File: config.mk
export PLATFORM = sky130hd
export DESIGN_NAME = pct_sequencer
export DESIGN_NICKNAME = d
export VERILOG_FILES = /design/src/pct_pkg.sv /design/src/pct_mul_term.sv /design/src/pct_sequencer.sv
export SDC_FILE = /design/constraint.sdc
export NUM_CORES = 1
export LEC_CHECK = 0
export ABC_AREA = 1
export BUFFER_PORTS_ARGS = -buffer_cell sky130_fd_sc_hd__clkbuf_2
export CAP_MARGIN = 20
export CORE_UTILIZATION = 42
export DETAILED_ROUTE_END_ITERATION = 10
export HOLD_SLACK_MARGIN = 0.1
export SYNTH_ARGS = -nofsm -noshare
export SYNTH_HDL_FRONTEND = slang
export SYNTH_SLANG_ARGS = --single-unit
File: constraint.sdc
create_clock -name core_clk -period 8.9 [get_ports core_clk]
set_clock_uncertainty 0.1 [all_clocks]
set_input_delay 0 -clock core_clk [delete_from_list [all_inputs] [get_ports core_clk]]
set_output_delay 0 -clock core_clk [all_outputs]
set_load 0.01 [all_outputs]
File: src/pct_pkg.sv
// shared types and constants for the pipeline cycle-timing sequencer
// assumes a single core clock and an upstream decoder that fills issue_t
package pct_pkg;

   localparam int REG_W    = 4;
   localparam int LIST_W   = 16;
   localparam int CNT_W    = 6;
   localparam int NSRC     = 3;

   // multiplier operand field positions
   localparam int MUL_RS_LSB = 8;
   localparam int MUL_RS_MSB = 11;
   localparam int CMP_RS_MSB = 2;
   localparam int TERM_LO    = 8;
   localparam int TERM_MID   = 16;
   localparam int TERM_HI    = 24;

   localparam logic [REG_W-1:0] PC_REG = 4'hf;

   // cycle counts
   localparam logic [CNT_W-1:0] LEN_BASE       = 6'h01;
   localparam logic [CNT_W-1:0] LEN_PC_REFILL  = 6'h02;
   localparam logic [CNT_W-1:0] LEN_BRANCH     = 6'h03;
   localparam logic [CNT_W-1:0] LEN_LOAD_PC    = 6'h05;
   localparam logic [CNT_W-1:0] LEN_ONE_REG    = 6'h02;
   localparam logic [CNT_W-1:0] LEN_LDM_PC_ADD = 6'h04;
   localparam logic [CNT_W-1:0] LEN_SWAP       = 6'h02;
   localparam logic [CNT_W-1:0] LEN_MRC_PC_ADD = 6'h02;
   localparam logic [CNT_W-1:0] LEN_MSR_FULL   = 6'h03;
   localparam logic [CNT_W-1:0] LEN_MUL_BASE   = 6'h02;
   localparam logic [CNT_W-1:0] LEN_MULL_BASE  = 6'h03;
   localparam logic [CNT_W-1:0] IL_WORD        = 6'h01;
   localparam logic [CNT_W-1:0] IL_SUB         = 6'h02;

   // early-termination multiplier counts
   localparam logic [2:0] M_ONE   = 3'h1;
   localparam logic [2:0] M_TWO   = 3'h2;
   localparam logic [2:0] M_THREE = 3'h3;
   localparam logic [2:0] M_FOUR  = 3'h4;

   typedef enum logic [1:0] {CYC_IDLE, CYC_SEQ, CYC_NSEQ, CYC_CPX} pct_cyc_t;

   typedef enum logic [3:0] {
      CLS_DP, CLS_BRANCH, CLS_LOAD, CLS_STORE, CLS_LDM, CLS_STM,
      CLS_SWAP, CLS_CDP, CLS_CP_MEM, CLS_MCR, CLS_MRC, CLS_MRS,
      CLS_MSR, CLS_MUL, CLS_MULL
   } pct_cls_t;

   typedef enum logic [1:0] {ST_IDLE, ST_WAIT, ST_RUN} pct_state_t;

   typedef struct packed {
      pct_cls_t               cls;
      logic                   pc_dest;
      logic                   reg_shift;
      logic                   sub_word;
      logic                   flags_only;
      logic                   unsigned_mul;
      logic [REG_W-1:0]       dst;
      logic [LIST_W-1:0]      reg_list;
      logic [4:0]             cp_words;
   } pct_issue_t;

   typedef struct packed {
      logic                   valid;
      logic [NSRC-1:0]        src_en;
      logic [NSRC-1:0][REG_W-1:0] src;
   } pct_next_t;

endpackage : pct_pkg

File: src/pct_mul_term.sv
// multiplier operand selection and early-termination cycle count
// assumes the register file returns the selected operand combinationally
`timescale 1ns/1ps
module pct_mul_term (
   // instruction being issued
   input  wire logic [31:0] instr_word,
   input  wire logic        compressed_mode,
   input  wire logic        unsigned_mul,
   // register file
   output logic [3:0]       opnd_idx,
   input  wire logic [31:0] opnd,
   // result
   output logic [2:0]       m_cycles
);

   logic hi8;
   logic hi16;
   logic hi24;

   always_comb
   begin
      if (compressed_mode)
         opnd_idx = {1'b0, instr_word[pct_pkg::CMP_RS_MSB:0]};
      else
         opnd_idx = instr_word[pct_pkg::MUL_RS_MSB:pct_pkg::MUL_RS_LSB];
   end

   // unsigned forms only terminate on leading zeros
   always_comb
   begin
      hi8  = ~|opnd[31:pct_pkg::TERM_LO];
      hi16 = ~|opnd[31:pct_pkg::TERM_MID];
      hi24 = ~|opnd[31:pct_pkg::TERM_HI];
      if (!unsigned_mul)
      begin
         hi8  = hi8  | (&opnd[31:pct_pkg::TERM_LO]);
         hi16 = hi16 | (&opnd[31:pct_pkg::TERM_MID]);
         hi24 = hi24 | (&opnd[31:pct_pkg::TERM_HI]);
      end
   end

   always_comb
   begin
      if (hi8)
         m_cycles = pct_pkg::M_ONE;
      else if (hi16)
         m_cycles = pct_pkg::M_TWO;
      else if (hi24)
         m_cycles = pct_pkg::M_THREE;
      else
         m_cycles = pct_pkg::M_FOUR;
   end

endmodule : pct_mul_term

File: src/pct_sequencer.sv
// per-instruction cycle sequencer: announces instruction and data bus
// cycle types, interlock stalls and multi-register transfer order
// assumes the decoder presents the next instruction's sources at issue
`timescale 1ns/1ps

// What this block does
// - plain data op: one cycle, fetch S
// - register shift adds one idle cycle
// - pc write: S,N,S refill, shift adds one
// - single load: one cycle, one N access
// - word load-use: one interlock cycle
// - subword load-use: two interlock cycles
// - load to pc: five cycles, fixed pattern
// - one-register multi load: two cycles
// - n-register multi load: N then S
// - multi load with pc: n+4 cycles
// - multi store: 1N+1I or 1N+(n-1)S
// - swap: two N, byte use adds one
// - coprocessor busy stretches by b cycles
// - register transfer ends on C cycle
// - status write: flags one, else three
// - multiply 2+m, long multiply 3+m
// - signed m from sign-uniform upper bits
// - unsigned m from zero upper bits
// - operand register from instruction field
// - no fetches during interlock cycles
// - multi load lowest register first
// - last-register dependency adds one cycle
module pct_sequencer (
   // clock and reset
   input  wire logic                  core_clk,
   input  wire logic                  rst_n,
   // instruction issue
   input  wire logic                  issue_valid,
   output logic                       issue_ready,
   input  wire pct_pkg::pct_issue_t   issue,
   input  wire logic [31:0]           instr_word,
   input  wire logic                  compressed_mode,
   // sources of the following instruction
   input  wire pct_pkg::pct_next_t    next_use,
   // multiplier operand read port
   output logic [3:0]                 mul_opnd_idx,
   input  wire logic [31:0]           mul_opnd,
   // coprocessor
   input  wire logic                  cp_busy,
   // bus cycle announcements
   output pct_pkg::pct_cyc_t          ibus_cyc,
   output pct_pkg::pct_cyc_t          dbus_cyc,
   output logic                       ifetch_req,
   output logic                       dbus_req,
   output logic [3:0]                 xfer_reg,
   output logic                       stall,
   output logic                       done
);

   localparam int CW = pct_pkg::CNT_W;

   pct_pkg::pct_state_t st_r;
   pct_pkg::pct_issue_t iss_r;
   logic [CW-1:0]       k_r;
   logic [CW-1:0]       len_r;
   logic [CW-1:0]       il_r;
   logic [CW-1:0]       n_r;
   logic                redirect_r;
   logic                busy_seen_r;
   logic [15:0]         list_r;

   logic [CW-1:0]       len_nxt;
   logic [CW-1:0]       il_nxt;
   logic [CW-1:0]       n_nxt;
   logic [CW-1:0]       pop;
   logic [CW-1:0]       m6;
   logic [CW-1:0]       last_k;
   logic [CW-1:0]       prev_k;
   logic [3:0]          hi_reg;
   logic [2:0]          mul_m;
   logic [2:0]          hit_dst;
   logic [2:0]          hit_hi;
   logic                dep;
   logic                uses_hi;
   logic                accept;
   logic                run_now;
   logic                busy_now;
   logic                last;
   logic                is_cp;
   logic                pc_in_list;
   logic                redirect_nxt;
   logic                xfer_act;

   pct_mul_term u_mul_term (
      .instr_word      (instr_word),
      .compressed_mode (compressed_mode),
      .unsigned_mul    (issue.unsigned_mul),
      .opnd_idx        (mul_opnd_idx),
      .opnd            (mul_opnd),
      .m_cycles        (mul_m)
   );

   assign m6 = {3'h0, mul_m};
   assign pc_in_list = issue.reg_list[pct_pkg::PC_REG];

   // register list size and highest listed register
   always_comb
   begin
      pop    = '0;
      hi_reg = '0;
      for (int i = 0; i < pct_pkg::LIST_W; i++)
      begin
         if (issue.reg_list[i])
         begin
            pop    = pop + 6'h01;
            hi_reg = 4'(i);
         end
      end
   end

   // compare the pending destination against each source of the follower
   for (genvar g = 0; g < pct_pkg::NSRC; g++)
   begin : g_src
      assign hit_dst[g] = next_use.valid && next_use.src_en[g] &&
                          next_use.src[g] == issue.dst;
      assign hit_hi[g]  = next_use.valid && next_use.src_en[g] &&
                          next_use.src[g] == hi_reg;
   end

   assign dep     = |hit_dst;
   assign uses_hi = |hit_hi;

   // interlock cycles owed by the issuing instruction
   always_comb
   begin
      il_nxt = '0;
      case (issue.cls)
         pct_pkg::CLS_LOAD:
            if (!issue.pc_dest && dep)
               il_nxt = issue.sub_word ? pct_pkg::IL_SUB
                                       : pct_pkg::IL_WORD;
         pct_pkg::CLS_SWAP:
            if (dep && issue.sub_word)
               il_nxt = pct_pkg::IL_WORD;
         pct_pkg::CLS_LDM:
            if (!pc_in_list && uses_hi)
               il_nxt = pct_pkg::IL_WORD;
         pct_pkg::CLS_MRC:
            if (!issue.pc_dest && dep)
               il_nxt = pct_pkg::IL_WORD;
         default:
            il_nxt = '0;
      endcase
   end

   // run length, excluding coprocessor busy-wait cycles
   always_comb
   begin
      n_nxt = pop;
      unique case (issue.cls)
         pct_pkg::CLS_DP:
            len_nxt = pct_pkg::LEN_BASE
                    + (issue.reg_shift ? 6'h01 : 6'h00)
                    + (issue.pc_dest ? pct_pkg::LEN_PC_REFILL
                                     : 6'h00);
         pct_pkg::CLS_BRANCH:
            len_nxt = pct_pkg::LEN_BRANCH;
         pct_pkg::CLS_LOAD:
            len_nxt = issue.pc_dest ? pct_pkg::LEN_LOAD_PC
                                    : pct_pkg::LEN_BASE + il_nxt;
         pct_pkg::CLS_STORE:
            len_nxt = pct_pkg::LEN_BASE;
         pct_pkg::CLS_LDM:
            if (pc_in_list)
               len_nxt = pop + pct_pkg::LEN_LDM_PC_ADD;
            else if (pop == 6'h01)
               len_nxt = pct_pkg::LEN_ONE_REG + il_nxt;
            else
               len_nxt = pop + il_nxt;
         pct_pkg::CLS_STM:
            len_nxt = (pop == 6'h01) ? pct_pkg::LEN_ONE_REG : pop;
         pct_pkg::CLS_SWAP:
            len_nxt = pct_pkg::LEN_SWAP + il_nxt;
         pct_pkg::CLS_CDP:
            len_nxt = pct_pkg::LEN_BASE;
         pct_pkg::CLS_CP_MEM:
         begin
            n_nxt   = {1'b0, issue.cp_words};
            len_nxt = {1'b0, issue.cp_words};
         end
         pct_pkg::CLS_MCR:
            len_nxt = pct_pkg::LEN_BASE;
         pct_pkg::CLS_MRC:
            len_nxt = pct_pkg::LEN_BASE
                    + (issue.pc_dest ? pct_pkg::LEN_MRC_PC_ADD
                                     : il_nxt);
         pct_pkg::CLS_MRS:
            len_nxt = pct_pkg::LEN_BASE;
         pct_pkg::CLS_MSR:
            len_nxt = issue.flags_only ? pct_pkg::LEN_BASE
                                       : pct_pkg::LEN_MSR_FULL;
         pct_pkg::CLS_MUL:
            len_nxt = pct_pkg::LEN_MUL_BASE + m6;
         pct_pkg::CLS_MULL:
            len_nxt = pct_pkg::LEN_MULL_BASE + m6;
         default:
            len_nxt = pct_pkg::LEN_BASE;
      endcase
   end

   // classes that refill the pipeline end on an N then S fetch
   assign redirect_nxt = (issue.cls == pct_pkg::CLS_DP && issue.pc_dest) ||
                         issue.cls == pct_pkg::CLS_BRANCH ||
                         (issue.cls == pct_pkg::CLS_LOAD && issue.pc_dest) ||
                         (issue.cls == pct_pkg::CLS_LDM && pc_in_list);

   assign is_cp = issue.cls == pct_pkg::CLS_CDP ||
                  issue.cls == pct_pkg::CLS_CP_MEM ||
                  issue.cls == pct_pkg::CLS_MCR ||
                  issue.cls == pct_pkg::CLS_MRC;

   assign busy_now    = st_r == pct_pkg::ST_WAIT && cp_busy;
   assign run_now     = st_r == pct_pkg::ST_RUN ||
                        (st_r == pct_pkg::ST_WAIT && !cp_busy);
   assign last_k      = len_r - 6'h01;
   assign prev_k      = len_r - 6'h02;
   assign last        = run_now && k_r == last_k;
   assign issue_ready = st_r == pct_pkg::ST_IDLE || last;
   assign accept      = issue_valid && issue_ready;
   assign done        = last;

   always_ff @(posedge core_clk)
   begin
      if (!rst_n)
         st_r <= pct_pkg::ST_IDLE;
      else if (accept)
         st_r <= is_cp ? pct_pkg::ST_WAIT : pct_pkg::ST_RUN;
      else if (last)
         st_r <= pct_pkg::ST_IDLE;
      else if (run_now)
         st_r <= pct_pkg::ST_RUN;
   end

   always_ff @(posedge core_clk)
   begin
      if (!rst_n)
         k_r <= '0;
      else if (accept)
         k_r <= '0;
      else if (run_now)
         k_r <= k_r + 6'h01;
   end

   always_ff @(posedge core_clk)
   begin
      if (!rst_n)
         busy_seen_r <= 1'b0;
      else if (accept)
         busy_seen_r <= 1'b0;
      else if (busy_now)
         busy_seen_r <= 1'b1;
   end

   // instruction context held for the whole sequence
   always_ff @(posedge core_clk)
   begin
      if (!rst_n)
      begin
         iss_r      <= '0;
         len_r      <= pct_pkg::LEN_BASE;
         il_r       <= '0;
         n_r        <= '0;
         redirect_r <= 1'b0;
      end
      else if (accept)
      begin
         iss_r      <= issue;
         len_r      <= len_nxt;
         il_r       <= il_nxt;
         n_r        <= n_nxt;
         redirect_r <= redirect_nxt;
      end
   end

   // remaining registers; the lowest set bit is the next transfer
   always_ff @(posedge core_clk)
   begin
      if (!rst_n)
         list_r <= '0;
      else if (accept)
         list_r <= issue.reg_list;
      else if (xfer_act)
         list_r <= list_r & (list_r - 16'h0001);
   end

   always_comb
   begin
      xfer_reg = '0;
      for (int i = pct_pkg::LIST_W - 1; i >= 0; i--)
      begin
         if (list_r[i])
            xfer_reg = 4'(i);
      end
   end

   // per-cycle bus announcements
   always_comb
   begin
      ibus_cyc = pct_pkg::CYC_IDLE;
      dbus_cyc = pct_pkg::CYC_IDLE;
      stall    = 1'b0;
      if (busy_now)
         ibus_cyc = busy_seen_r ? pct_pkg::CYC_IDLE : pct_pkg::CYC_SEQ;
      else if (run_now)
      begin
         if (k_r == '0 && !busy_seen_r)
            ibus_cyc = pct_pkg::CYC_SEQ;
         if (redirect_r && k_r == last_k)
            ibus_cyc = pct_pkg::CYC_SEQ;
         else if (redirect_r && k_r == prev_k)
            ibus_cyc = pct_pkg::CYC_NSEQ;
         case (iss_r.cls)
            pct_pkg::CLS_LOAD:
               if (k_r == '0)
                  dbus_cyc = pct_pkg::CYC_NSEQ;
            pct_pkg::CLS_STORE:
               dbus_cyc = pct_pkg::CYC_NSEQ;
            pct_pkg::CLS_SWAP:
               if (k_r < 6'h02)
                  dbus_cyc = pct_pkg::CYC_NSEQ;
            pct_pkg::CLS_LDM, pct_pkg::CLS_STM, pct_pkg::CLS_CP_MEM:
               if (iss_r.cls == pct_pkg::CLS_LDM && n_r == 6'h01 &&
                   !redirect_r)
               begin
                  if (k_r == '0)
                     dbus_cyc = pct_pkg::CYC_SEQ;
               end
               else if (k_r == '0)
                  dbus_cyc = pct_pkg::CYC_NSEQ;
               else if (k_r < n_r)
                  dbus_cyc = pct_pkg::CYC_SEQ;
            pct_pkg::CLS_MCR, pct_pkg::CLS_MRC:
               if (k_r == last_k)
                  dbus_cyc = pct_pkg::CYC_CPX;
            default:
               dbus_cyc = pct_pkg::CYC_IDLE;
         endcase
         if (il_r != '0)
         begin
            if (iss_r.cls == pct_pkg::CLS_MRC)
               stall = k_r == last_k;
            else
               stall = k_r >= len_r - il_r;
         end
         if (stall)
            ibus_cyc = pct_pkg::CYC_IDLE;
      end
   end

   assign ifetch_req = ibus_cyc != pct_pkg::CYC_IDLE;
   assign dbus_req   = dbus_cyc != pct_pkg::CYC_IDLE;
   assign xfer_act   = dbus_req && (iss_r.cls == pct_pkg::CLS_LDM ||
                                    iss_r.cls == pct_pkg::CLS_STM);
endmodule : pct_sequencer

# Yosys cells after proc, flatten, opt, wreduce, memory -nomap -nowiden
# Index checks and enable logic that the tools add are counted.
# Widths: inputs -> output; s select.
# word_totals
ff_bits	48
latchBits	0
ram_bits	0
mem_bits_ro	0
in_bits	119
out_inout_bits	17
elab_cells	238
n_memories	0
# op_classes
add_sub_neg	29
n_mul	0
n_div	0
magnitude_cmp	3
eq_ne	32
shift	0
n_mux	99
bitwise	5
reduce_logical	61
# ops
cell	count
$mux 6	21
$mux 4	31
$add 6x1->6 const B	16
$pmux 6 s11	1
$mux 2	20
$eq 4x4->1 const B	9
$mux 16	2
$eq 4x3->1 const B	7
$logic_and 1x1->1	25
$eq 4x4->1	6
$pmux 6 s4	1
$reduce_and 24->1	1
$reduce_or 24->1	1
$mux 1	19
$and 16x16->16	1
$reduce_and 16->1	1
$reduce_or 16->1	1
$sub 16x1->16 const B	1
$add 1x6->6 const A	2
$eq 4x2->1 const B	3
$eq 6x1->1 const B	2
$eq 6x6->1	2
$pmux 2 s5	1
$logic_or 1x1->1	9
29 further kinds	46

# Depth between registers and ports, before layout
# Gate-level depths: netlist of the first run.
# logic_depth
word_depth	35
mapped_depth	61
ltp_nobuf	61

# Modules after synthesis
# Synthesis of the first run repeated with hierarchy kept, for this count alone.
# unflattened
cells_unflattened	1090
area_unflattened_um2	6663.9
# modules_own_cells
module	instances	cells_each	area_each_um2	seq_area_each_um2
pct_sequencer	1	1025	6374.9	880.8
pct_mul_term	1	65	289.0	0.0

# Least setup slack after synthesis of the first run
# OpenSTA, ideal clock, no wires.
# synth_path
path_type	input port to flip-flop
startpoint	input issue[5] in the netlist's numbering
endpoint	register len_r[5]
setup_time_ps	113
arrival_ps	7526
required_time_ps	8687
slack_ps	1161
path_stages	56
path_buffers	0
cell_sequence	inv_1 -> ha_1 -> inv_1 -> nand2_2 -> nand2_1 -> inv_1 -> ha_1 -> nand2_1 -> nand2_1 -> ha_1 -> or2_1 -> nand2_1 -> inv_1 -> ha_1 -> nand2_1 -> nand2_2 -> ha_1 -> nand2_1 -> [... 20 more ...] -> nand2_1 -> nand2_1 -> ha_1 -> o21ai_1 -> inv_1 -> ha_1 -> or2_2 -> o21ai_1 -> inv_1 -> ha_1 -> a21oi_1 -> or2_1 -> nand2_1 -> nand3_1 -> o21ai_1 -> o21ai_1 -> nand3_1 -> nand2_1
# synth_between
elab_chain_cells	35
word_cells_on_any_way	38
cone_classes	add/sub (17); eq/ne (1); mux (20)
# synth_lines
element	line	rtl
start: declaration	pct_sequencer.sv:36	input wire pct_pkg::pct_issue_t issue,
$mux 1 *	pct_sequencer.sv:109	if (issue.reg_list[i])
$add 6x1->6	pct_sequencer.sv:111	pop = pop + 6'h01;
$mux 6 *	pct_sequencer.sv:109	
$add 6x1->6	pct_sequencer.sv:111	
$mux 6 *	pct_sequencer.sv:109	
$add 6x1->6	pct_sequencer.sv:111	
$mux 6 *	pct_sequencer.sv:109	
$add 6x1->6	pct_sequencer.sv:111	
[... 19 more ...]	n/a	
$add 6x1->6	pct_sequencer.sv:111	
$mux 6 *	pct_sequencer.sv:109	
$add 6x1->6	pct_sequencer.sv:111	
$mux 6 *	pct_sequencer.sv:109	
$add 6x6->6 or $eq 6x1->1 (tied branches)	pct_sequencer.sv:175, pct_sequencer.sv:172, pct_sequencer.sv:177	
$mux 6	pct_sequencer.sv:172	else if (pop == 6'h01)
$mux 6	pct_sequencer.sv:170	if (pc_in_list)
$pmux 6 s11 *	pct_sequencer.sv:156	unique case (issue.cls)
end signal: assignment	pct_sequencer.sv:266	len_r <= pct_pkg::LEN_BASE;
end signal: assignment	pct_sequencer.sv:274	len_r <= len_nxt;
end: declaration	pct_sequencer.sv:61	logic [CW-1:0] len_r;
# Mark *: on every way between the ends. The rest lies on a longest branch, timed or not.
# A chain may end at the register's enable or synchronous reset.

# Worst setup path after layout of the first run
# layout_path
startpoint	input issue[6] in the netlist's numbering
endpoint	register len_r[5]
# layout_between
elab_chain_cells	33
word_cells_on_any_way	66
cone_classes	add/sub (19); eq/ne (4); mux (38); reduce/logical (5)
# layout_lines
element	line
$mux 6	pct_sequencer.sv:109
$add 6x1->6	pct_sequencer.sv:111
$mux 6	pct_sequencer.sv:109
$add 6x1->6	pct_sequencer.sv:111
$mux 6	pct_sequencer.sv:109
$add 6x1->6	pct_sequencer.sv:111
$mux 6	pct_sequencer.sv:109
$add 6x1->6	pct_sequencer.sv:111
[... 17 more ...]	n/a
$add 6x1->6	pct_sequencer.sv:111
$mux 6	pct_sequencer.sv:109
$add 6x1->6	pct_sequencer.sv:111
$mux 6	pct_sequencer.sv:109
$add 6x6->6 or $eq 6x1->1 (tied branches)	pct_sequencer.sv:175, pct_sequencer.sv:172, pct_sequencer.sv:177
$mux 6	pct_sequencer.sv:172
$mux 6	pct_sequencer.sv:170
$pmux 6 s11 *	pct_sequencer.sv:156
# Marks and branches as above.

==> impl.org, run 1 <==
** Outcome
- The flow ran to the end, and the final reports show no timing, DRC or antenna violations.

** Finish
- Layout Nets :: 1307
- For this run, the number of standard cells in the final layout without fillers is 1324.
- Share of cells above drive strength 1 :: 21.2%
- Number of diodes :: 0
- Core Util, Final :: 52.3%
- From synthesis to final layout, the design area changed by 19.8%.

** Synthesis
- After technology mapping, the gate count stands at 1012.
- In this run, synthesis inferred 0 flip-flops with an integrated enable.
- Count leader, synth :: sky130_fd_sc_hd__nand2_1
- A synthesized cell averages 6.08 sq um.
- Yosys cell types :: 49
- Share of the synthesized area in the top cell type :: 14.3%
- Number of register bits inferred by synthesis :: 44
- Largest cells by area after synthesis :: sky130_fd_sc_hd__dfxtp_1 (14%), sky130_fd_sc_hd__nand2_1 (13%), sky130_fd_sc_hd__inv_1 (11%)
- The biggest area contributor in the post-synthesis netlist is sky130_fd_sc_hd__dfxtp_1.
- The commonest cells after synthesis are sky130_fd_sc_hd__nand2_1 (216), sky130_fd_sc_hd__inv_1 (177), sky130_fd_sc_hd__nor2_1 (106).
- During synthesis, Yosys emitted a total of 0 warnings.
- Share of flip-flops with an asynchronous set or reset after synthesis :: 0%
- Summing every instance area after synthesis gives 0.00615 sq mm.
- Top_reg_cell synth :: sky130_fd_sc_hd__dfxtp_1
- Syn nets :: 1176
- Sequential element share of the synthesized area :: 14.3%

** GRT
- Pin count of the biggest net entering global routing :: 26
- Remaining Overflow, GRT :: 0
- First-pass GRT wire length :: 27100 microns
- The number of global-route vias before repair came to 5999.
- Antenna violations before repair :: 0
- Total Routing Usage GR :: 22.0%

** Floorplanning
- The die covers 0.0151 sq mm.
- The floorplan step defined a core boundary enclosing 0.0141 sq mm.
- Row Count :: 43
- I/O pin cnt :: 136
- Die X :: 123 microns
- Initial cell density of the core :: 43.6%
- Die Height :: 123 microns

** Critical path
- Register-to-register setup slack :: 4.83 ns
- Slowest Stage Delay on Critical Path :: 0.53 ns
- Launch point of the worst reg-to-reg path :: len_r[1]
- The worst setup path is captured at a flop.
- The worst register-to-register path ends at len_r[0].
- The worst setup path is of the primary input to flop kind.
- The number of cells on the worst reg-to-reg path is 15.
- The most critical setup path has its startpoint at issue[6].
- Required time reported for the critical path endpoint :: 8.98 ns
- On the critical path, the stage with the largest delay is an instance of sky130_fd_sc_hd__dlygate4sd3_1.
- Sum of buffers and inverters on the critical path :: 8
- Among the stages of the critical path, the cell type that occurs most often is sky130_fd_sc_hd__nand2_1.
- Arrival time of the worst setup path :: 8.31 ns
- Of all nets on the critical path, the largest fanout is 4.
- CP startpoint kind :: primary input
- The kind of cell with the highest combined delay along the critical path is adder cells.

** Hold path
- Hold Path Origin :: issue_valid
- Worst hold path type :: primary input to flop
- The worst hold path terminates at st_r[0].
- Along the worst hold path, the cell count comes to 3.

** STA
- Worst relative slew slack :: 41.2%
- The total count of max-transition violations in the final report came to 0.
- Final Cycle Share :: 92.5%
- Count of endpoints failing setup in the final report :: 0
- Hold Violations, Final :: 0
- The smallest clock period supported by the final layout is computed as 8.23 ns.
- At the pin with the least slew margin, the transition time is 0.880 ns.
- Summed over all failing endpoints, the final setup total negative slack is 0 ns.
- Maximum clock rate :: 0.122 GHz

** Clock tree
- Clock latency on the worst-skew pair :: 0.28 ns
- Cts bufs inserted :: 5
- Clock slew seen by the registers of the worst setup and hold paths :: 0.06 ns
- The clock passes through at most 2 buffers.
- CTS tree :: built
- CTS built an H-tree with a depth of 2.
- The cell sitting at the root of the clock tree is a sky130_fd_sc_hd__clkbuf_16.
- The clock net in this run drives a total of 44 sinks.

** Detailed routing
- Residual antenna-violating net count after detailed routing :: 0
- Via/cell ratio :: 4.99
- The detailed router finished its first iteration with 292 violations.
- Wires add up to 16300 microns.
- Number of DRC violations after detailed routing :: 0
- The first TritonRoute pass finished after 5 iterations.
- The detailed router placed 6605 vias in this run.
- Dividing the detail-routed wire length by the instance count gives 12.3 microns.

** Power
- Peak VDD IR :: 0.106 mV
- Power density over cell area :: 177 mW/mm^2
- Leak Pwr :: 3.77 nW

** Placement
- Input/output buffers :: 102
- Placed cells :: 1285
- Weighted congestion reported at the end of routability-driven placement :: 0.886
- Placed wire-length estimate :: 13200 microns

** Flow run
- Max-Cap Viols :: 0
## state kept, by name (all words and copies together) (netlist names)
name,cells
iss_r,4
il_r,2
redirect_r,1
busy_seen_r,1
list_r,16
k_r,6
len_r,6
n_r,6
st_r,2
## layer usage
metal / share of wire, % / up-vias / track usage [%] / wire, microns
li1: - / 3567 / - / -
met1: 51 / 2886 / 30.2 / 8240
met2: 45 / 142 / 38.3 / 7330
met3: 4.0 / 10 / 1.75 / 653
met4: 0.35 / 0 / 2.71 / 57
met5: 0 / - / 0 / 0
## worst max path at each step
stage / to / slack [ns] / depth (start not counted)
6_report: len_r[5] / 0.67 / 58
5_1_grt: len_r[5] / -0.01 / 58
4_1_cts: len_r[5] / 0.17 / 58
3_5_place_dp: len_r[5] / 0.43 / 57
3_3_place_gp: len_r[5] / 0.59 / 57
2_1_floorplan: len_r[5] / 1.16 / 56
## final cells by class
type	count	area, sq um
sequential	44	881
timing repair buffer	134	821
inverter	187	702
fill	1485	6720
clock buffer	6	139
multi-input combinational	771	4590
tap	180	225
clock inverter	2	10.0
## metrics by stage
step / setup WS, ns / cell area [sq um] / total power, mW / hold WS (ns)
2_1_floorplan: 1.16 / 6150 / 0.887 / -0.0525
3_3_place_gp: 0.595 / 6860 / 1.08 / 0.159
3_5_place_dp: 0.434 / 6860 / 1.08 / 0.165
4_1_cts: 0.172 / 7290 / 1.29 / 0.115
5_1_grt: -0.0106 / 7370 / 1.45 / 0.157
6_report: 0.671 / 7370 / 1.31 / 0.137
## cell families (layout without fill, tap and decap cells)
logic type | count (synthesis) | count (layout) | share of synthesized area [%]
multiplexers | 3 | 3 | 0.549
XOR/XNOR | 28 | 28 | 3.99
AND/OR/NAND/NOR | 544 | 544 | 44.9
buffers and inverters | 197 | 329 | 12.0
AO/OA/AOI/OAI | 151 | 151 | 14.8
flip-flops | 44 | 44 | 14.3
adder cells (fa/ha/maj) | 45 | 45 | 9.40
## worst min-delay path: stages
cell and delay, ns:
sky130_fd_sc_hd__clkbuf_2 0.08, sky130_fd_sc_hd__nand2_1 0.27, sky130_fd_sc_hd__a21oi_1 0.12
## report_power, final
part | leakage (nW) | switching, mW | internal, mW
registers | 0.360 | 0.0371 | 0.237
clock network | 0.0766 | 0.0761 | 0.111
logic | 3.34 | 0.528 | 0.317
## layout by cell type (no fill, tap or decap), types with 3 or more instances in the layout
cell type | netlist | layout
sky130_fd_sc_hd__nor2_4 | 3 | 3
sky130_fd_sc_hd__nor2_1 | 106 | 106
sky130_fd_sc_hd__nand4_1 | 11 | 11
sky130_fd_sc_hd__nor4_1 | 15 | 15
sky130_fd_sc_hd__nand2_4 | 11 | 11
sky130_fd_sc_hd__a31oi_1 | 3 | 3
sky130_fd_sc_hd__nand3b_1 | 6 | 6
sky130_fd_sc_hd__clkbuf_16 | 0 | 5
sky130_fd_sc_hd__a2111oi_0 | 6 | 5
sky130_fd_sc_hd__nand2_1 | 216 | 212
sky130_fd_sc_hd__o22ai_1 | 12 | 12
sky130_fd_sc_hd__dlygate4sd3_1 | 0 | 28
sky130_fd_sc_hd__nor3_1 | 11 | 11
sky130_fd_sc_hd__ha_4 | 0 | 3
sky130_fd_sc_hd__mux2_2 | 3 | 3
sky130_fd_sc_hd__o311ai_0 | 6 | 6
sky130_fd_sc_hd__xor2_1 | 18 | 18
sky130_fd_sc_hd__xnor2_1 | 10 | 10
sky130_fd_sc_hd__nand2_2 | 44 | 48
sky130_fd_sc_hd__o21ai_1 | 7 | 5
sky130_fd_sc_hd__inv_1 | 177 | 174
sky130_fd_sc_hd__inv_2 | 10 | 13
sky130_fd_sc_hd__o21ai_0 | 49 | 49
sky130_fd_sc_hd__ha_1 | 43 | 40
sky130_fd_sc_hd__buf_4 | 0 | 4
sky130_fd_sc_hd__nand3_1 | 69 | 69
sky130_fd_sc_hd__a21oi_1 | 34 | 34
sky130_fd_sc_hd__o211ai_1 | 14 | 14
sky130_fd_sc_hd__o21a_1 | 7 | 7
sky130_fd_sc_hd__nor2_2 | 4 | 4
sky130_fd_sc_hd__or2_2 | 5 | 5
sky130_fd_sc_hd__nand3_4 | 5 | 5
sky130_fd_sc_hd__dfxtp_1 | 44 | 44
sky130_fd_sc_hd__nand3_2 | 30 | 30
sky130_fd_sc_hd__clkbuf_2 | 0 | 102
## timing repair
action,in CTS,in global routing
hold buffers,28,0
endpoints found under the setup margin,0,6
setup buffers,0,3
hold endpoints to repair,29,0
resized for setup,0,14
Note: power is estimated with default switching activity, not from simulation.
==> run 2, diff against run 1 <==
Settings changed: ABC_AREA 1 to not set.
==> run 2 against run 1 <==
Net effect:
- the flow now finishes with violations (DRC)
- core utilization grew 0.85 points
- worst hold slack lost 0.028 ns
- cell area increased by 5.6%
- highest routed layer unchanged
- largest power group unchanged
- critical path depth fell by 10
- synthesized area grew 2.9%
- largest cell class unchanged
- critical path type unchanged
- clock power increased by 16%
==> impl.org, run 2 <==
** Finish
- The layout overhead on the synthesized area is 22.9% (was 19.8%).
- The antenna cell count is 0 (unchanged).
- The register with the most flip-flops was list_r (unchanged).
- Number of flip-flops under the largest register name :: 16 (unchanged)
- Most common library cell in the layout ignoring fill and taps :: sky130_fd_sc_hd__nand2_1 (unchanged)
- Share of cells above drive strength 1 :: 22.6% (was 21.2%)
- The share of the core filled with cells was 53.1% (was 52.3%).
- Post-route insts no fill :: 1156 (was 1324)
- Layout Nets :: 1135 (was 1307)
- Top library cells by usage in the layout, fill and taps aside: sky130_fd_sc_hd__nand2_1 (104), sky130_fd_sc_hd__clkbuf_2 (99), sky130_fd_sc_hd__nor2_1 (85), sky130_fd_sc_hd__xnor2_1 (49), sky130_fd_sc_hd__dfxtp_1 (44) (was sky130_fd_sc_hd__nand2_1 (212), sky130_fd_sc_hd__inv_1 (174), sky130_fd_sc_hd__nor2_1 (106), sky130_fd_sc_hd__clkbuf_2 (102), sky130_fd_sc_hd__nand3_1 (69)).

** GRT
- The total routing usage reported by global routing was 21.7% (was 22.0%).
- Via count of the first global-routing pass :: 5951 (was 5999)
- The final global-route overflow total came to 0 (unchanged).
- The global-route wire length before repair came to 28400 microns (was 27100 microns).
- The number of antenna violations at the first check in global routing was 0 (unchanged).
- Pin count of the biggest net entering global routing :: 35 (was 26)

** STA
- Setup repair after global routing could not meet its margin everywhere.
- Final Cycle Share :: 96.1% (was 92.5%)
- The setup-violating endpoint count in the final report is 0 (unchanged).
- Final critical-path required period :: 8.55 ns (was 8.23 ns)
- The worst-margin pin slew came to 1.00 ns (was 0.880 ns).
- Fin worst setup slack :: 0.351 ns (was 0.671 ns)
- Hold Violations, Final :: 0 (unchanged)
- Worst relative slew slack :: 33.0% (was 41.2%)
- Slew Limit Fails :: 0 (unchanged)
- Maximum clock rate :: 0.117 GHz (was 0.122 GHz)
- Tightest hold margin :: 0.109 ns (was 0.137 ns)

** Synthesis
- Number of register bits inferred by synthesis :: 44 (unchanged)
- Most common library cells after synthesis :: sky130_fd_sc_hd__nand2_1 (106), sky130_fd_sc_hd__nor2_1 (86), sky130_fd_sc_hd__xnor2_1 (50) (was sky130_fd_sc_hd__nand2_1 (216), sky130_fd_sc_hd__inv_1 (177), sky130_fd_sc_hd__nor2_1 (106))
- The count of flip-flops with a built-in enable after synthesis was 0 (unchanged).
- The synthesized cell area was 0.00633 sq mm (was 0.00615 sq mm).
- The fraction of synthesis flops using an asynchronous set or reset pin was 0% (unchanged).
- Sequential element share of the synthesized area :: 13.9% (was 14.3%)
- The number of instances in the synthesized netlist was 854 (was 1012).
- The most instantiated flip-flop cell in the synthesis netlist is sky130_fd_sc_hd__dfxtp_1 (unchanged).
- Largest cells by area after synthesis :: sky130_fd_sc_hd__dfxtp_1 (14%), sky130_fd_sc_hd__ha_1 (8.5%), sky130_fd_sc_hd__xnor2_1 (6.9%) (was sky130_fd_sc_hd__dfxtp_1 (14%), sky130_fd_sc_hd__nand2_1 (13%), sky130_fd_sc_hd__inv_1 (11%))
- Yosys cell types :: 92 (was 49)
- The number of warning messages in the yosys log was 0 (unchanged).
- The post-synthesis area per instance was 7.42 sq um (was 6.08 sq um).
- The largest area contributor in the netlist was sky130_fd_sc_hd__dfxtp_1 (unchanged).
- The share of the synthesized area in the top cell type is 13.9% (was 14.3%).
- The net count after synthesis is 1018 (was 1176).
- Count leader, synth :: sky130_fd_sc_hd__nand2_1 (unchanged)

** Floorplanning
- The area inside the core boundary was 0.0146 sq mm (was 0.0141 sq mm).
- The overall die area was 0.0156 sq mm (was 0.0151 sq mm).
- The total I/O pin count is 136 (unchanged).
- The initial standard-cell utilization of the core is 43.3% (was 43.6%).
- The overall die height was 125 microns (was 123 microns).
- The number of core rows was 44 (was 43).
- Die X :: 125 microns (was 123 microns)

** Clock tree
- Clock sinks :: 44 (unchanged)
- The buffer levels on the longest clock path is 2 (unchanged).
- The root cell of the clock tree was sky130_fd_sc_hd__clkbuf_16 (unchanged).
- The number of levels in the clock H-tree is 2 (unchanged).
- The clock tree from TritonCTS is built (unchanged).
- Clock latency on the worst-skew pair :: 0.29 ns (was 0.28 ns)
- The clock-pin slew of the registers on the worst-case setup and hold paths was 0.07 ns (was 0.06 ns).
- Cts bufs inserted :: 5 (unchanged)

** Detailed routing
- Number of detailed-routing iterations run before antenna repair :: 8 (was 5)
- The detailed-route wire length per cell was 14.3 microns (was 12.3 microns).
- The via count was 6284 (was 6605).
- Number of DRC violations after detailed routing :: 16 (was 0)
- The final wirelength is 16500 microns (was 16300 microns).
- The remaining antenna violation count after routing was 0 (unchanged).
- Via/cell ratio :: 5.44 (was 4.99)
- Count of routing violations after the opening detailed-route iteration :: 318 (was 292)

** Placement
- The cell total after placement is 1127 (was 1285).
- Post-place setup slack :: -0.101 ns (was 0.434 ns)
- The final HPWL from detailed placement was 13000 microns (was 13200 microns).
- Weighted congestion reported at the end of routability-driven placement :: 0.860 (was 0.886)
- Input/output buffers :: 102 (unchanged)

** Hold path
- The source of the worst hold timing path is issue[12] (was issue_valid).
- Worst hold path type :: primary input to flop (unchanged)

** Power
- The maximum vdd ir drop was 0.236 mV (was 0.106 mV).
- The total power was 2.27 mW (was 1.31 mW).
- Leak Pwr :: 3.22 nW (was 3.77 nW)
- Power density over cell area :: 292 mW/mm^2 (was 177 mW/mm^2)

** Critical path
- Sum of buffers and inverters on the critical path :: 4 (was 8)
- CP startpoint kind :: primary input (unchanged)
- The endpoint class of the critical path was a flop (unchanged).
- Launching element of the worst setup path :: issue[5] (was issue[6])
- The master of the slowest instance on the critical path is sky130_fd_sc_hd__or4b_2 (was sky130_fd_sc_hd__dlygate4sd3_1).
- Setup CP Type :: primary input to flop (unchanged)
- The reg-to-reg critical path startpoint is len_r[1] (unchanged).
- The arrival time of the worst setup path came to 8.62 ns (was 8.31 ns).
- The most numerous cell on the critical path is sky130_fd_sc_hd__ha_4 (was sky130_fd_sc_hd__nand2_1).
- The top cell family by delay on the critical path was adder cells (unchanged).
- The largest driver fanout on the critical path was 3 (was 4).
- Slowest Stage Delay on Critical Path :: 0.62 ns (was 0.53 ns)
- Required time reported for the critical path endpoint :: 8.97 ns (was 8.98 ns)

** Flow run
- The count of max-cap constraint violations is 0 (unchanged).

** Outcome
- The checks that failed: DRC.
- Run status: complete, but fails checks (was completed).
## run 2: worst paths after layout
| kind | end | slack (ns) | cells past startpoint |
|---|---|---|---|
| worst min register to register | n_r[1] | 0.40 | 2 |
| worst min-delay path | list_r[7] | 0.11 | 4 |
| worst max register to register | list_r[14] | 4.45 | 15 |
| worst max-delay path | len_r[4] | 0.35 | 48 |
## run 2: layout make-up
cell class                 count  area [sq um]
sequential                    44           881
clock buffer                   5           125
timing repair buffer         153           962
multi-input combinational    719          5350
clock inverter                 3          46.3
inverter                      48           185
tap                          184           230
fill                        1462          6860
## run 2: report_power, final
| group | internal (mW) | leakage [nW] | switching (mW) | total, mW |
|---|---|---|---|---|
| clock | 0.134 | 0.0804 | 0.0837 | 0.217 |
| sequential | 0.230 | 0.360 | 0.0418 | 0.272 |
| combinational | 0.833 | 2.78 | 0.949 | 1.78 |
## run 2: cells by family after synthesis
group                      count (synthesis)  share of synthesized area, %
AOI/OAI and AO/OA                        212                          23.9
adders and majority gates                 45                          9.13
and+or+nand+nor                          348                          27.3
buffers and inverters                     91                          5.59
muxes                                     21                          3.46
DFF                                       44                          13.9
xor gates and xnor gates                  93                          16.7
## run 2: per-stage QoR
stage / instance area [sq um] / setup TNS (ns)
2_1_floorplan: 6530 / 0
3_3_place_gp: 7330 / -0.0266
3_5_place_dp: 7330 / -0.214
4_1_cts: 7690 / 0
5_1_grt: 7780 / -0.101
6_report: 7780 / 0
## run 2: worst reg2reg max path: stages, from the launching register on
cell and delay [ns]:
sky130_fd_sc_hd__dfxtp_1 0.50, sky130_fd_sc_hd__inv_1 0.14, sky130_fd_sc_hd__ha_1 0.25, sky130_fd_sc_hd__xnor2_1 0.15
sky130_fd_sc_hd__nor2_1 0.05, sky130_fd_sc_hd__o32ai_1 0.31, sky130_fd_sc_hd__nand3_1 0.30, sky130_fd_sc_hd__or3_1 0.48
sky130_fd_sc_hd__a2111oi_0 0.55, sky130_fd_sc_hd__nor2_1 0.10, sky130_fd_sc_hd__inv_1 0.09, sky130_fd_sc_hd__nand3_1 0.17
sky130_fd_sc_hd__or3_1 0.44, sky130_fd_sc_hd__or2_2 0.35, sky130_fd_sc_hd__o311ai_1 0.22, sky130_fd_sc_hd__a21boi_0 0.11
## run 2: per-layer routing
metal	track usage [%]	part of all wire (%)
met1	29.2	48
met2	36.8	47
met5	0	0
met3	2.10	2.4
met4	5.95	2.0
## run 2: repair_timing
item | 4_1_cts | 5_1_grt
endpoints found under the setup margin | 0 | 6
hold buffers | 19 | 0
endpoints found under the hold margin | 20 | 0
gates resized for setup | 0 | 19
setup buffers | 0 | 3
